## src/rtl/smu_status_pkg.sv

```systemverilog
// Constants and types shared by the status event logic
package smu_status_pkg;

    localparam int REG_W = 16;

    // Source condition and event bit positions
    localparam int SRC_CH1_DONE_BIT = 0;
    localparam int SRC_CH1_READY_BIT = 1;
    localparam int SRC_CH1_LOWER_BIT = 2;
    localparam int SRC_CH1_UPPER_BIT = 3;
    localparam int SRC_CH1_TRIP_BIT = 4;
    localparam int SRC_CH1_EMERG_BIT = 5;
    localparam int SRC_CH2_DONE_BIT = 8;
    localparam int SRC_CH2_READY_BIT = 9;
    localparam int SRC_CH2_LOWER_BIT = 10;
    localparam int SRC_CH2_UPPER_BIT = 11;
    localparam int SRC_CH2_TRIP_BIT = 12;
    localparam int SRC_CH2_EMERG_BIT = 13;
    localparam int SRC_INTERLOCK_BIT = 14;
    localparam int SRC_OVERLAP_BIT = 15;

    // Measure condition and event bit positions
    localparam int MEA_CH1_IDLE_BIT = 0;
    localparam int MEA_CH1_BELOW_BIT = 2;
    localparam int MEA_CH1_ABOVE_BIT = 3;
    localparam int MEA_CH1_OVR_BIT = 5;
    localparam int MEA_CH2_IDLE_BIT = 8;
    localparam int MEA_CH2_BELOW_BIT = 10;
    localparam int MEA_CH2_ABOVE_BIT = 11;
    localparam int MEA_CH2_OVR_BIT = 13;
    localparam int MEA_STORAGE_BIT = 14;
    localparam int MEA_TRIGGER_BIT = 15;

    // Bits that exist; the rest always read zero
    localparam logic [REG_W-1:0] SRC_COND_MASK = 16'hEE2E | 16'h0101;
    localparam logic [REG_W-1:0] SRC_EVENT_MASK = 16'hFF3F;
    localparam logic [REG_W-1:0] MEA_MASK = 16'hED2D;

    // Reset values
    localparam logic [REG_W-1:0] ENABLE_RESET = 16'h0000;
    localparam logic [REG_W-1:0] EVENT_RESET = 16'h0000;
    localparam logic [REG_W-1:0] COND_RESET = 16'h0000;
    // Edge history starts high so idle/ready levels do not latch at power-up
    localparam logic [REG_W-1:0] HISTORY_RESET = 16'hFFFF;

    // Command codes from the command interpreter
    typedef enum logic [2:0] {
        CMD_READ_SRC_COND = 3'h0,
        CMD_READ_SRC_EVENT = 3'h1,
        CMD_READ_MEA_COND = 3'h2,
        CMD_READ_MEA_EVENT = 3'h3,
        CMD_WRITE_SRC_ENABLE = 3'h4,
        CMD_WRITE_MEA_ENABLE = 3'h5,
        CMD_READ_SRC_ENABLE = 3'h6,
        CMD_CLEAR_STATUS = 3'h7
    } cmd_t;

    typedef enum logic [1:0] {
        ST_IDLE = 2'h1,
        ST_REPLY = 2'h2
    } state_t;

endpackage

```

## src/rtl/source_measure_event_status.sv

```systemverilog
// Source and measure condition/event status logic for two channels
//
// Contract
// [RQ1] Condition rising edge latches event bit
// [RQ2] Sweep start during sweep pulses bit 15
// [RQ3] Source bit 14 follows interlock
// [RQ4] Emergency on source bits 13 and 5
// [RQ5] Trip sets event bits 12, 4 directly
// [RQ6] Upper limiter on source bits 11, 3
// [RQ7] Lower limiter on source bits 10, 2
// [RQ8] Ready bits 9, 1 low while sweeping
// [RQ9] Sweep done on source bits 8, 0
// [RQ10] Unused source and measure bits read zero
// [RQ11] Source enable masks events from summary
// [RQ12] Source event read returns then clears
// [RQ13] Condition reads have no side effects
// [RQ14] Source events cleared by read, clear, reset
// [RQ15] Trigger during activity pulses measure bit 15
// [RQ16] Measure bit 14 high when storage idle
// [RQ17] Over range on measure bits 13, 5
// [RQ18] Compare above on measure bits 11, 3
// [RQ19] Compare below on measure bits 10, 2
// [RQ20] Measure idle bits 8, 0
// [RQ21] Measure enable masks events from summary
// [RQ22] Measure event read returns then clears
// [RQ23] Measure summary is status byte bit 0
// [RQ24] Source summary is any enabled event
// [RQ25] Measure events cleared by read, clear, reset
// [RQ26] Single-cycle error pulses still latch
// [RQ27] Edge during clearing read is kept
`timescale 1ns/10ps
`default_nettype none

module source_measure_event_status
    import smu_status_pkg::*;
(
    input wire logic clock,
    input wire logic rst_n,
    // Channel one source side
    input wire logic ch1_sweep_start,
    input wire logic ch1_sweep_running,
    input wire logic ch1_emergency,
    input wire logic ch1_output_tripped,
    input wire logic ch1_upper_limiting,
    input wire logic ch1_lower_limiting,
    // Channel two source side and the shared interlock
    input wire logic ch2_sweep_start,
    input wire logic ch2_sweep_running,
    input wire logic ch2_emergency,
    input wire logic ch2_output_tripped,
    input wire logic ch2_upper_limiting,
    input wire logic ch2_lower_limiting,
    input wire logic interlock_active,
    // Measure side
    input wire logic measure_trigger,
    input wire logic storage_busy,
    input wire logic ch1_measuring,
    input wire logic ch1_over_range,
    input wire logic ch1_compare_above,
    input wire logic ch1_compare_below,
    input wire logic ch2_measuring,
    input wire logic ch2_over_range,
    input wire logic ch2_compare_above,
    input wire logic ch2_compare_below,
    // Command port from the command interpreter
    input wire logic cmd_valid,
    input wire logic [2:0] cmd_code,
    input wire logic [REG_W-1:0] cmd_wdata,
    output logic cmd_ready_ff,
    output logic rsp_valid_ff,
    output logic [REG_W-1:0] rsp_data_ff,
    // Status byte summary bits and the measure enable register
    output logic source_summary_ff,
    output logic measure_summary_ff,
    output logic [REG_W-1:0] measure_enable_ff
);

    state_t state_ff;
    state_t nxt_state;
    logic [REG_W-1:0] source_enable_ff;
    logic [REG_W-1:0] nxt_source_enable;
    logic [REG_W-1:0] nxt_measure_enable;
    logic [REG_W-1:0] nxt_rsp_data;
    logic nxt_rsp_valid;
    logic nxt_cmd_ready;
    logic nxt_source_summary;
    logic nxt_measure_summary;

    logic ch1_running_prev_ff;
    logic ch2_running_prev_ff;
    logic ch1_sweep_done_ff;
    logic ch2_sweep_done_ff;
    logic nxt_ch1_sweep_done;
    logic nxt_ch2_sweep_done;

    logic [REG_W-1:0] src_cond_in;
    logic [REG_W-1:0] src_direct;
    logic [REG_W-1:0] mea_cond_in;
    logic [REG_W-1:0] source_condition;
    logic [REG_W-1:0] source_event_latch;
    logic [REG_W-1:0] measure_condition;
    logic [REG_W-1:0] measure_event_latch;

    logic cmd_take;
    cmd_t cmd;
    logic clear_status;
    logic src_event_clear;
    logic mea_event_clear;
    logic sweep_start_overlap_error;
    logic trigger_overlap_error;
    logic storage_idle;
    logic ch1_measure_idle;
    logic ch2_measure_idle;
    logic ch1_sweep_ready;
    logic ch2_sweep_ready;
    logic ch1_sweep_finished;
    logic ch2_sweep_finished;

    function automatic logic any_enabled(input logic [REG_W-1:0] events,
                                         input logic [REG_W-1:0] enables);
        any_enabled = |(events & enables);
    endfunction

    function automatic logic sweep_done_next(input logic done, input logic start,
                                             input logic finished);
        // A finish in the same cycle as a new start leaves done set
        sweep_done_next = finished | (done & ~start);
    endfunction

    // Command decode
    assign cmd = cmd_t'(cmd_code);
    assign cmd_take = cmd_valid && (state_ff == ST_IDLE);
    assign clear_status = cmd_take && (cmd == CMD_CLEAR_STATUS);
    assign src_event_clear = clear_status || (cmd_take && cmd == CMD_READ_SRC_EVENT); // [RQ14]
    assign mea_event_clear = clear_status || (cmd_take && cmd == CMD_READ_MEA_EVENT); // [RQ25]

    // Derived source conditions
    assign sweep_start_overlap_error = (ch1_sweep_start & ch1_sweep_running) |
                                       (ch2_sweep_start & ch2_sweep_running); // [RQ2]
    assign ch1_sweep_ready = ~ch1_sweep_running; // [RQ8]
    assign ch2_sweep_ready = ~ch2_sweep_running; // [RQ8]
    assign ch1_sweep_finished = ch1_running_prev_ff & ~ch1_sweep_running;
    assign ch2_sweep_finished = ch2_running_prev_ff & ~ch2_sweep_running;
    assign nxt_ch1_sweep_done = sweep_done_next(ch1_sweep_done_ff, ch1_sweep_start,
                                                ch1_sweep_finished);
    assign nxt_ch2_sweep_done = sweep_done_next(ch2_sweep_done_ff, ch2_sweep_start,
                                                ch2_sweep_finished);

    // Derived measure conditions
    assign trigger_overlap_error = measure_trigger &
        (ch1_sweep_running | ch2_sweep_running | ch1_measuring | ch2_measuring); // [RQ15]
    assign storage_idle = ~storage_busy; // [RQ16]
    assign ch1_measure_idle = ~ch1_measuring; // [RQ20]
    assign ch2_measure_idle = ~ch2_measuring; // [RQ20]

    // Source condition word
    always_comb begin
        src_cond_in = COND_RESET;
        src_cond_in[SRC_OVERLAP_BIT] = sweep_start_overlap_error; // [RQ2]
        src_cond_in[SRC_INTERLOCK_BIT] = interlock_active; // [RQ3]
        src_cond_in[SRC_CH2_EMERG_BIT] = ch2_emergency; // [RQ4]
        src_cond_in[SRC_CH1_EMERG_BIT] = ch1_emergency; // [RQ4]
        src_cond_in[SRC_CH2_UPPER_BIT] = ch2_upper_limiting; // [RQ6]
        src_cond_in[SRC_CH1_UPPER_BIT] = ch1_upper_limiting; // [RQ6]
        src_cond_in[SRC_CH2_LOWER_BIT] = ch2_lower_limiting; // [RQ7]
        src_cond_in[SRC_CH1_LOWER_BIT] = ch1_lower_limiting; // [RQ7]
        src_cond_in[SRC_CH2_READY_BIT] = ch2_sweep_ready; // [RQ8]
        src_cond_in[SRC_CH1_READY_BIT] = ch1_sweep_ready; // [RQ8]
        src_cond_in[SRC_CH2_DONE_BIT] = ch2_sweep_done_ff; // [RQ9]
        src_cond_in[SRC_CH1_DONE_BIT] = ch1_sweep_done_ff; // [RQ9]
    end

    // Trip bits have no condition; they go straight to the event word
    always_comb begin
        src_direct = EVENT_RESET;
        src_direct[SRC_CH2_TRIP_BIT] = ch2_output_tripped; // [RQ5]
        src_direct[SRC_CH1_TRIP_BIT] = ch1_output_tripped; // [RQ5]
    end

    // Measure condition word
    always_comb begin
        mea_cond_in = COND_RESET;
        mea_cond_in[MEA_TRIGGER_BIT] = trigger_overlap_error; // [RQ15]
        mea_cond_in[MEA_STORAGE_BIT] = storage_idle; // [RQ16]
        mea_cond_in[MEA_CH2_OVR_BIT] = ch2_over_range; // [RQ17]
        mea_cond_in[MEA_CH1_OVR_BIT] = ch1_over_range; // [RQ17]
        mea_cond_in[MEA_CH2_ABOVE_BIT] = ch2_compare_above; // [RQ18]
        mea_cond_in[MEA_CH1_ABOVE_BIT] = ch1_compare_above; // [RQ18]
        mea_cond_in[MEA_CH2_BELOW_BIT] = ch2_compare_below; // [RQ19]
        mea_cond_in[MEA_CH1_BELOW_BIT] = ch1_compare_below; // [RQ19]
        mea_cond_in[MEA_CH2_IDLE_BIT] = ch2_measure_idle; // [RQ20]
        mea_cond_in[MEA_CH1_IDLE_BIT] = ch1_measure_idle; // [RQ20]
    end

    edge_event_latch #(
        .COND_MASK(SRC_COND_MASK),
        .EVENT_MASK(SRC_EVENT_MASK)
    ) source_latch (
        .clock(clock),
        .rst_n(rst_n),
        .cond_in(src_cond_in),
        .direct_set(src_direct),
        .clear(src_event_clear),
        .cond_ff(source_condition),
        .event_ff(source_event_latch)
    );

    edge_event_latch #(
        .COND_MASK(MEA_MASK),
        .EVENT_MASK(MEA_MASK)
    ) measure_latch (
        .clock(clock),
        .rst_n(rst_n),
        .cond_in(mea_cond_in),
        .direct_set(EVENT_RESET),
        .clear(mea_event_clear),
        .cond_ff(measure_condition),
        .event_ff(measure_event_latch)
    );

    // Enable registers are software state; clear-status leaves them alone
    assign nxt_source_enable = (cmd_take && cmd == CMD_WRITE_SRC_ENABLE) ?
                               (cmd_wdata & SRC_EVENT_MASK) : source_enable_ff;
    assign nxt_measure_enable = (cmd_take && cmd == CMD_WRITE_MEA_ENABLE) ?
                                (cmd_wdata & MEA_MASK) : measure_enable_ff;

    // Summaries use the event words of this cycle, one cycle late at the pins
    assign nxt_source_summary = any_enabled(source_event_latch, source_enable_ff); // [RQ11] [RQ24]
    assign nxt_measure_summary = any_enabled(measure_event_latch, measure_enable_ff); // [RQ21] [RQ23]

    // Reply data: event reads sample before the clear lands on the same edge
    always_comb begin
        nxt_rsp_data = rsp_data_ff;
        if (cmd_take) begin
            unique case (cmd)
                CMD_READ_SRC_COND: nxt_rsp_data = source_condition; // [RQ13]
                CMD_READ_SRC_EVENT: nxt_rsp_data = source_event_latch; // [RQ12]
                CMD_READ_MEA_COND: nxt_rsp_data = measure_condition; // [RQ13]
                CMD_READ_MEA_EVENT: nxt_rsp_data = measure_event_latch; // [RQ22]
                CMD_READ_SRC_ENABLE: nxt_rsp_data = source_enable_ff;
                CMD_WRITE_SRC_ENABLE: nxt_rsp_data = COND_RESET;
                CMD_WRITE_MEA_ENABLE: nxt_rsp_data = COND_RESET;
                CMD_CLEAR_STATUS: nxt_rsp_data = COND_RESET;
            endcase
        end
    end

    // One command per two cycles: take, then reply
    always_comb begin
        nxt_state = state_ff;
        unique case (state_ff)
            ST_IDLE: begin
                if (cmd_valid) begin
                    nxt_state = ST_REPLY;
                end
            end
            ST_REPLY: begin
                nxt_state = ST_IDLE;
            end
            default: begin
                nxt_state = ST_IDLE;
            end
        endcase
    end

    assign nxt_rsp_valid = cmd_take;
    assign nxt_cmd_ready = (nxt_state == ST_IDLE);

    always_ff @(posedge clock or negedge rst_n) begin
        if (!rst_n) begin
            state_ff <= ST_IDLE;
            cmd_ready_ff <= 1'b1;
            rsp_valid_ff <= 1'b0;
            rsp_data_ff <= COND_RESET;
        end else begin
            state_ff <= nxt_state;
            cmd_ready_ff <= nxt_cmd_ready;
            rsp_valid_ff <= nxt_rsp_valid;
            rsp_data_ff <= nxt_rsp_data;
        end
    end

    always_ff @(posedge clock or negedge rst_n) begin
        if (!rst_n) begin
            source_enable_ff <= ENABLE_RESET;
            measure_enable_ff <= ENABLE_RESET;
            source_summary_ff <= 1'b0;
            measure_summary_ff <= 1'b0;
        end else begin
            source_enable_ff <= nxt_source_enable;
            measure_enable_ff <= nxt_measure_enable;
            source_summary_ff <= nxt_source_summary; // [RQ24]
            measure_summary_ff <= nxt_measure_summary; // [RQ23]
        end
    end

    // Sweep completion tracking per channel
    always_ff @(posedge clock or negedge rst_n) begin
        if (!rst_n) begin
            ch1_running_prev_ff <= 1'b0;
            ch2_running_prev_ff <= 1'b0;
            ch1_sweep_done_ff <= 1'b0;
            ch2_sweep_done_ff <= 1'b0;
        end else begin
            ch1_running_prev_ff <= ch1_sweep_running;
            ch2_running_prev_ff <= ch2_sweep_running;
            ch1_sweep_done_ff <= nxt_ch1_sweep_done; // [RQ9]
            ch2_sweep_done_ff <= nxt_ch2_sweep_done; // [RQ9]
        end
    end

endmodule // source_measure_event_status

`default_nettype wire

```

## src/rtl/edge_event_latch.sv

```systemverilog
// Condition sampling, rising edge detection and sticky event bits
`timescale 1ns/10ps
`default_nettype none

module edge_event_latch
    import smu_status_pkg::*;
#(
    parameter logic [REG_W-1:0] COND_MASK = 16'hFFFF,
    parameter logic [REG_W-1:0] EVENT_MASK = 16'hFFFF
) (
    input wire logic clock,
    input wire logic rst_n,
    input wire logic [REG_W-1:0] cond_in,
    input wire logic [REG_W-1:0] direct_set,
    input wire logic clear,
    output logic [REG_W-1:0] cond_ff,
    output logic [REG_W-1:0] event_ff
);

    logic [REG_W-1:0] history_ff;
    logic [REG_W-1:0] nxt_history;
    logic armed_ff;
    logic [REG_W-1:0] rise;
    logic [REG_W-1:0] nxt_event;

    // First edge after reset keeps the all-ones history, else levels
    // already high at release would look like fresh edges
    assign nxt_history = armed_ff ? cond_ff : HISTORY_RESET;

    // Condition registered every cycle so one-cycle pulses are kept
    assign rise = cond_ff & ~history_ff;
    // Set beats clear so no edge is lost during a read
    assign nxt_event = ((clear ? EVENT_RESET : event_ff) | rise | direct_set) & EVENT_MASK;

    always_ff @(posedge clock or negedge rst_n) begin
        if (!rst_n) begin
            cond_ff <= COND_RESET;
            history_ff <= HISTORY_RESET;
            armed_ff <= 1'b0;
            event_ff <= EVENT_RESET;
        end else begin
            cond_ff <= cond_in & COND_MASK; // [RQ10] [RQ26]
            history_ff <= nxt_history;
            armed_ff <= 1'b1;
            event_ff <= nxt_event; // [RQ1] [RQ27]
        end
    end

endmodule // edge_event_latch

`default_nettype wire

```

## config.mk

```make
export PLATFORM = sky130hd
export DESIGN_NAME = source_measure_event_status
export DESIGN_NICKNAME = d
export VERILOG_FILES = /design/src/rtl/smu_status_pkg.sv /design/src/rtl/source_measure_event_status.sv /design/src/rtl/edge_event_latch.sv
export SDC_FILE = /design/constraint.sdc
export NUM_CORES = 1
export LEC_CHECK = 0
export BUFFER_PORTS_ARGS = -buffer_cell sky130_fd_sc_hd__buf_4
export CAP_MARGIN = 20
export CORE_ASPECT_RATIO = 1.75
export CORE_MARGIN = 5
export CORE_UTILIZATION = 35
export CTS_CLUSTER_DIAMETER = 30
export CTS_CLUSTER_SIZE = 10
export DETAILED_ROUTE_END_ITERATION = 8
export MAX_ROUTING_LAYER = met4
export REMOVE_ABC_BUFFERS = 1
export SYNTH_ARGS = -nofsm -noshare
export SYNTH_HDL_FRONTEND = slang
export SYNTH_HIERARCHICAL = 1
export SYNTH_SLANG_ARGS = --single-unit
```

## constraint.sdc

```tcl
create_clock -name clock -period 2.6 [get_ports clock]
set_clock_uncertainty 0.1 [all_clocks]
set_input_delay 0 -clock clock [delete_from_list [all_inputs] [get_ports clock]]
set_output_delay 0 -clock clock [all_outputs]
set_load 0.01 [all_outputs]
```

==> load_flow_metrics.sql <==
INSERT INTO impl_metrics (metric_group, metric, value, unit) VALUES
('worst_setup_path', 'startpoint', 'cmd_code[1]', ''),
('worst_setup_path', 'crit_path_cell_trace', 'dlygate4sd3_1 > buf_4 > or2_2 > a2bb2oi_1 > nor2_1 > dlygate4sd3_1 > o21ai_0 > dlygate4sd3_1', ''),
('global_route', 'grt_pass1_vias', '3951', ''),
('min_path', 'hold_class', 'in2reg', ''),
('route', 'drt_iter0_markers', '150', ''),
('outcome', 'run_status', 'finished clean', ''),
('pwr', 'post-layout-total-power', '5670', 'µW'),
('final_layout', 'multi_input_comb_area', '1900', 'µm²'),
('pwr', 'cellInternalPower', '4280', 'µW'),
('die', 'fp.dieArea', '17600', 'µm²'),
('clock_network', 'cts_htree_levels', '4', ''),
('route', 'detail-route-antenna-nets', '0', ''),
('route', 'post-route-drc-count', '0', ''),
('clock_network', 'buffer_levels_on_the_longest_clock_path', '2', ''),
('pwr', 'power_leakage', '0.00328', 'µW'),
('worst_setup_path', 'critPathTopFamily', 'buffers and inverters', ''),
('pwr', 'clockPowerShare', '0.435', ''),
('global_route', 'grt_max_degree', '56', ''),
('route', 'route.detailed.wl_per_inst', '17.1', 'µm'),
('final_layout', 'fillerInstances', '1409', ''),
('placement', 'dp.cells', '690', ''),
('logic_synthesis', 'asyncSetResetFlopFracSynth', '1.00', ''),
('sta', 'fin_setup_tns', '0', 'ns'),
('worst_setup_path', 'crit_cells', '8', ''),
('pwr', 'power_frac_seq', '0.411', ''),
('die', 'die_height', '172', 'µm'),
('final_layout', 'drive_above_1_share', '0.298', ''),
('logic_synthesis', 'ys_warn_count', '6', ''),
('worst_setup_path', 'reg2reg_depth', '6', ''),
('clock_network', 'clock_tree_from_tritoncts', 'done', ''),
('logic_synthesis', 'synthDistinctLibCells', '44', ''),
('global_route', 'antenna_found_initial', '0', ''),
('die', 'floorplan.rows', '59', ''),
('route', 'drt_first_pass_iters', '4', ''),
('worst_setup_path', 'cp_max_fo', '15', ''),
('sta', 'layout_worst_path_cycle_share', '0.939', ''),
('final_layout', 'area_grow_syn2layout', '34.1', '%'),
('worst_setup_path', 'worst_path_max_delay_cell', 'sky130_fd_sc_hd__dlygate4sd3_1', ''),
('logic_synthesis', 'synth_enable_flop_cells', '0', ''),
('worst_setup_path', 'setup.worst_path.class', 'in2reg', ''),
('placement', 'detailed_place_hpwl', '9.02', 'mm'),
('global_route', 'grt_first_pass_wirelength', '20.7', 'mm'),
('worst_setup_path', 'start_kind', 'input port', ''),
('sta', 'final-max-slew-violation-count', '0', ''),
('route', 'num_vias', '3682', ''),
('worst_setup_path', 'r2r-start', 'source_enable_ff[12]$_DFFE_PN0P_', ''),
('sta', 'setup_violation_total_in_the_final_timing_report', '0', ''),
('worst_setup_path', 'worst_path_largest_cell_delay', '0.56', 'ns'),
('sta', 'max-slew-margin-rel', '0.537', ''),
('final_layout', 'finish.net_count', '615', ''),
('clock_network', 'worstSkewPairLatency', '0.41', 'ns'),
('route', 'via_per_inst', '4.81', ''),
('worst_setup_path', 'reg2reg_slack', '0.48', 'ns'),
('global_route', 'grt_overflow', '0', ''),
('pwr', 'netSwitchingFraction', '0.245', ''),
('sta', 'report.final.hold_viol_count', '0', ''),
('clock_network', 'clock_tree.root_cell', 'sky130_fd_sc_hd__clkbuf_16', ''),
('worst_setup_path', 'endpoint', 'rsp_data_ff[12]$_DFFE_PN0N_', ''),
('sta', 'post-route-min-period', '2.44', 'ns'),
('pwr', 'total_switching_power', '1390', 'µW'),
('worst_setup_path', 'cpMostUsedCell', 'sky130_fd_sc_hd__dlygate4sd3_1', ''),
('die', 'dieWidth', '102', 'µm'),
('clock_network', 'path_clk_slew', '0.05', 'ns'),
('die', 'core', '14800', 'µm²'),
('logic_synthesis', 'ys_ff_latch', '120', ''),
('worst_setup_path', 'critical_path_buf_inv_count', '4', ''),
('final_layout', 'antenna-diode-count', '0', ''),
('worst_setup_path', 'critical_path.endpoint_type', 'register', ''),
('placement', 'buffer_ports.inserted', '72', ''),
('route', 'drt_wl_total', '13.1', 'mm'),
('logic_synthesis', 'gate_count_post_synth', '429', '');
## state kept, by name, indices dropped and copies added (netlist names), 2 cells and up
register	flops
measure_latch/history_ff	10
measure_latch/event_ff	10
measure_latch/cond_ff	10
source_latch/event_ff	14
measure_enable_ff	10
source_enable_ff	14
rsp_data_ff	16
source_latch/history_ff	12
source_latch/cond_ff	12
state_ff	2
## synth_stat cells (all sizes together) (4+ instances only)
cell type  instances  share of area
conb               5         0.0036
nor2              13          0.012
inv               44          0.032
a2bb2oi           10          0.017
clkbuf            11         0.0079
nand2b            19          0.023
a221o             22          0.043
o21ai             18          0.017
nor2b              6         0.0072
o221ai            10          0.017
o21a              10          0.014
dfstp             24           0.12
a22o              10          0.017
o2bb2ai            4         0.0067
nand2             17          0.013
a21oi             10         0.0096
a22oi             11          0.016
mux2i             10          0.019
mux2              24          0.059
dfrtp             96           0.46
buf               34          0.047
## power by group through the flow
stage               sequential (µW)  combinational (µW)  clock (µW)
detailed placement             2360                 825           0
CTS                            2330                 886        2520
global route                   2360                 952        2600
floorplan                      2330                 388           0
finish                         2330                 871        2470
global placement               2350                 807           0
## repair_timing
item / in CTS / in global routing
gates resized for setup: 0 / 0
setup buffers: 0 / 0
hold buffers: 44 / 0
endpoints found under the hold margin: 115 / 0
## cell families (layout without fill, tap and decap cells)
group                  Yosys count  after routing  share of synthesized area
DFF                            120            120                      0.580
AOI/OAI and AO/OA              113            113                      0.170
buffers and inverters           90            201                     0.0881
and+or+nand+nor                 65             65                     0.0716
muxes                           36             36                     0.0866
other                            5             48                    0.00359
## worst reg2reg max path, delay by kind of cell (launching register included)
kind                   cells  cell delay (ns)
multiplexers               1             0.09
AND/OR/NAND/NOR            1             0.05
buffers and inverters      2             1.12
flip-flops                 1             0.39
AO/OA/AOI/OAI              2             0.30
## metrics by stage
stage | setup WS, ns | cell area, µm² | hold slack [ns] | utilization
after global placement | 0.594 | 5940 | -0.0169 | 0.403
after CTS | 0.197 | 7010 | 0.0287 | 0.475
final | 0.157 | 7010 | 0.0410 | 0.475
after global routing | 0.0800 | 7010 | 0.0525 | 0.475
after floorplan | 0.606 | 5100 | -0.396 | -
after detailed placement | 0.565 | 5940 | -0.00583 | 0.403
## cell type report
cell class,count,area share
repair buffers,124,0.150
inverters,45,0.0245
multi-input cells,262,0.271
clock inverters,9,0.0211
clock buffers,23,0.0682
well taps,183,0.0327
flip-flops and latches,120,0.433
## worst min-delay path by stage
stage / startpoint / end / cells past startpoint
5_1_grt: cmd_code[2] / rsp_data_ff[5]$_DFFE_PN0N_ / 4
6_report: cmd_code[2] / rsp_data_ff[5]$_DFFE_PN0N_ / 4
3_5_place_dp: rst_n / ch1_running_prev_ff$_DFF_PN0_ / 1
3_3_place_gp: rst_n / ch2_running_prev_ff$_DFF_PN0_ / 1
4_1_cts: cmd_code[2] / rsp_data_ff[5]$_DFFE_PN0N_ / 4
2_1_floorplan: rst_n / ch1_running_prev_ff$_DFF_PN0_ / 0
## layout by cell type (no fill, tap or decap), types with 2 or more instances in the layout
cell type	synthesis	layout
sky130_fd_sc_hd__dfrtp_1	96	96
sky130_fd_sc_hd__buf_4	25	79
sky130_fd_sc_hd__a22o_1	10	10
sky130_fd_sc_hd__bufinv_16	0	4
sky130_fd_sc_hd__nor2_1	12	12
sky130_fd_sc_hd__mux2_2	14	14
sky130_fd_sc_hd__a22oi_1	11	11
sky130_fd_sc_hd__dlygate4sd3_1	0	44
sky130_fd_sc_hd__nand4_1	2	2
sky130_fd_sc_hd__or2b_1	3	3
sky130_fd_sc_hd__a221o_1	18	18
sky130_fd_sc_hd__clkinv_2	0	4
sky130_fd_sc_hd__o2bb2ai_1	4	4
sky130_fd_sc_hd__a21o_2	2	2
sky130_fd_sc_hd__o221ai_1	10	10
sky130_fd_sc_hd__nor2b_1	6	6
sky130_fd_sc_hd__conb_1	5	48
sky130_fd_sc_hd__inv_1	40	40
sky130_fd_sc_hd__a221oi_1	3	3
sky130_fd_sc_hd__mux4_2	2	2
sky130_fd_sc_hd__mux2i_1	10	10
sky130_fd_sc_hd__dfstp_2	24	24
sky130_fd_sc_hd__a2bb2oi_1	10	10
sky130_fd_sc_hd__inv_2	3	3
sky130_fd_sc_hd__mux2_4	10	10
sky130_fd_sc_hd__o21a_1	10	10
sky130_fd_sc_hd__nand2b_1	19	19
sky130_fd_sc_hd__a221o_2	4	4
sky130_fd_sc_hd__clkbuf_8	0	3
sky130_fd_sc_hd__a21oi_1	10	10
sky130_fd_sc_hd__clkbuf_16	0	17
sky130_fd_sc_hd__o21ai_0	18	18
sky130_fd_sc_hd__clkbuf_1	11	3
sky130_fd_sc_hd__nand2_1	16	16
## layer usage
| metal | share of wire | up-vias | track usage |
|---|---|---|---|
| li1 | - | 1729 | - |
| met1 | 0.39 | 1833 | 0.177 |
| met2 | 0.53 | 94 | 0.275 |
| met3 | 0.044 | 26 | 0.0365 |
| met4 | 0.035 | 0 | 0.0902 |
| met5 | 0 | - | - |
Note: power is estimated with default switching activity, not from simulation.
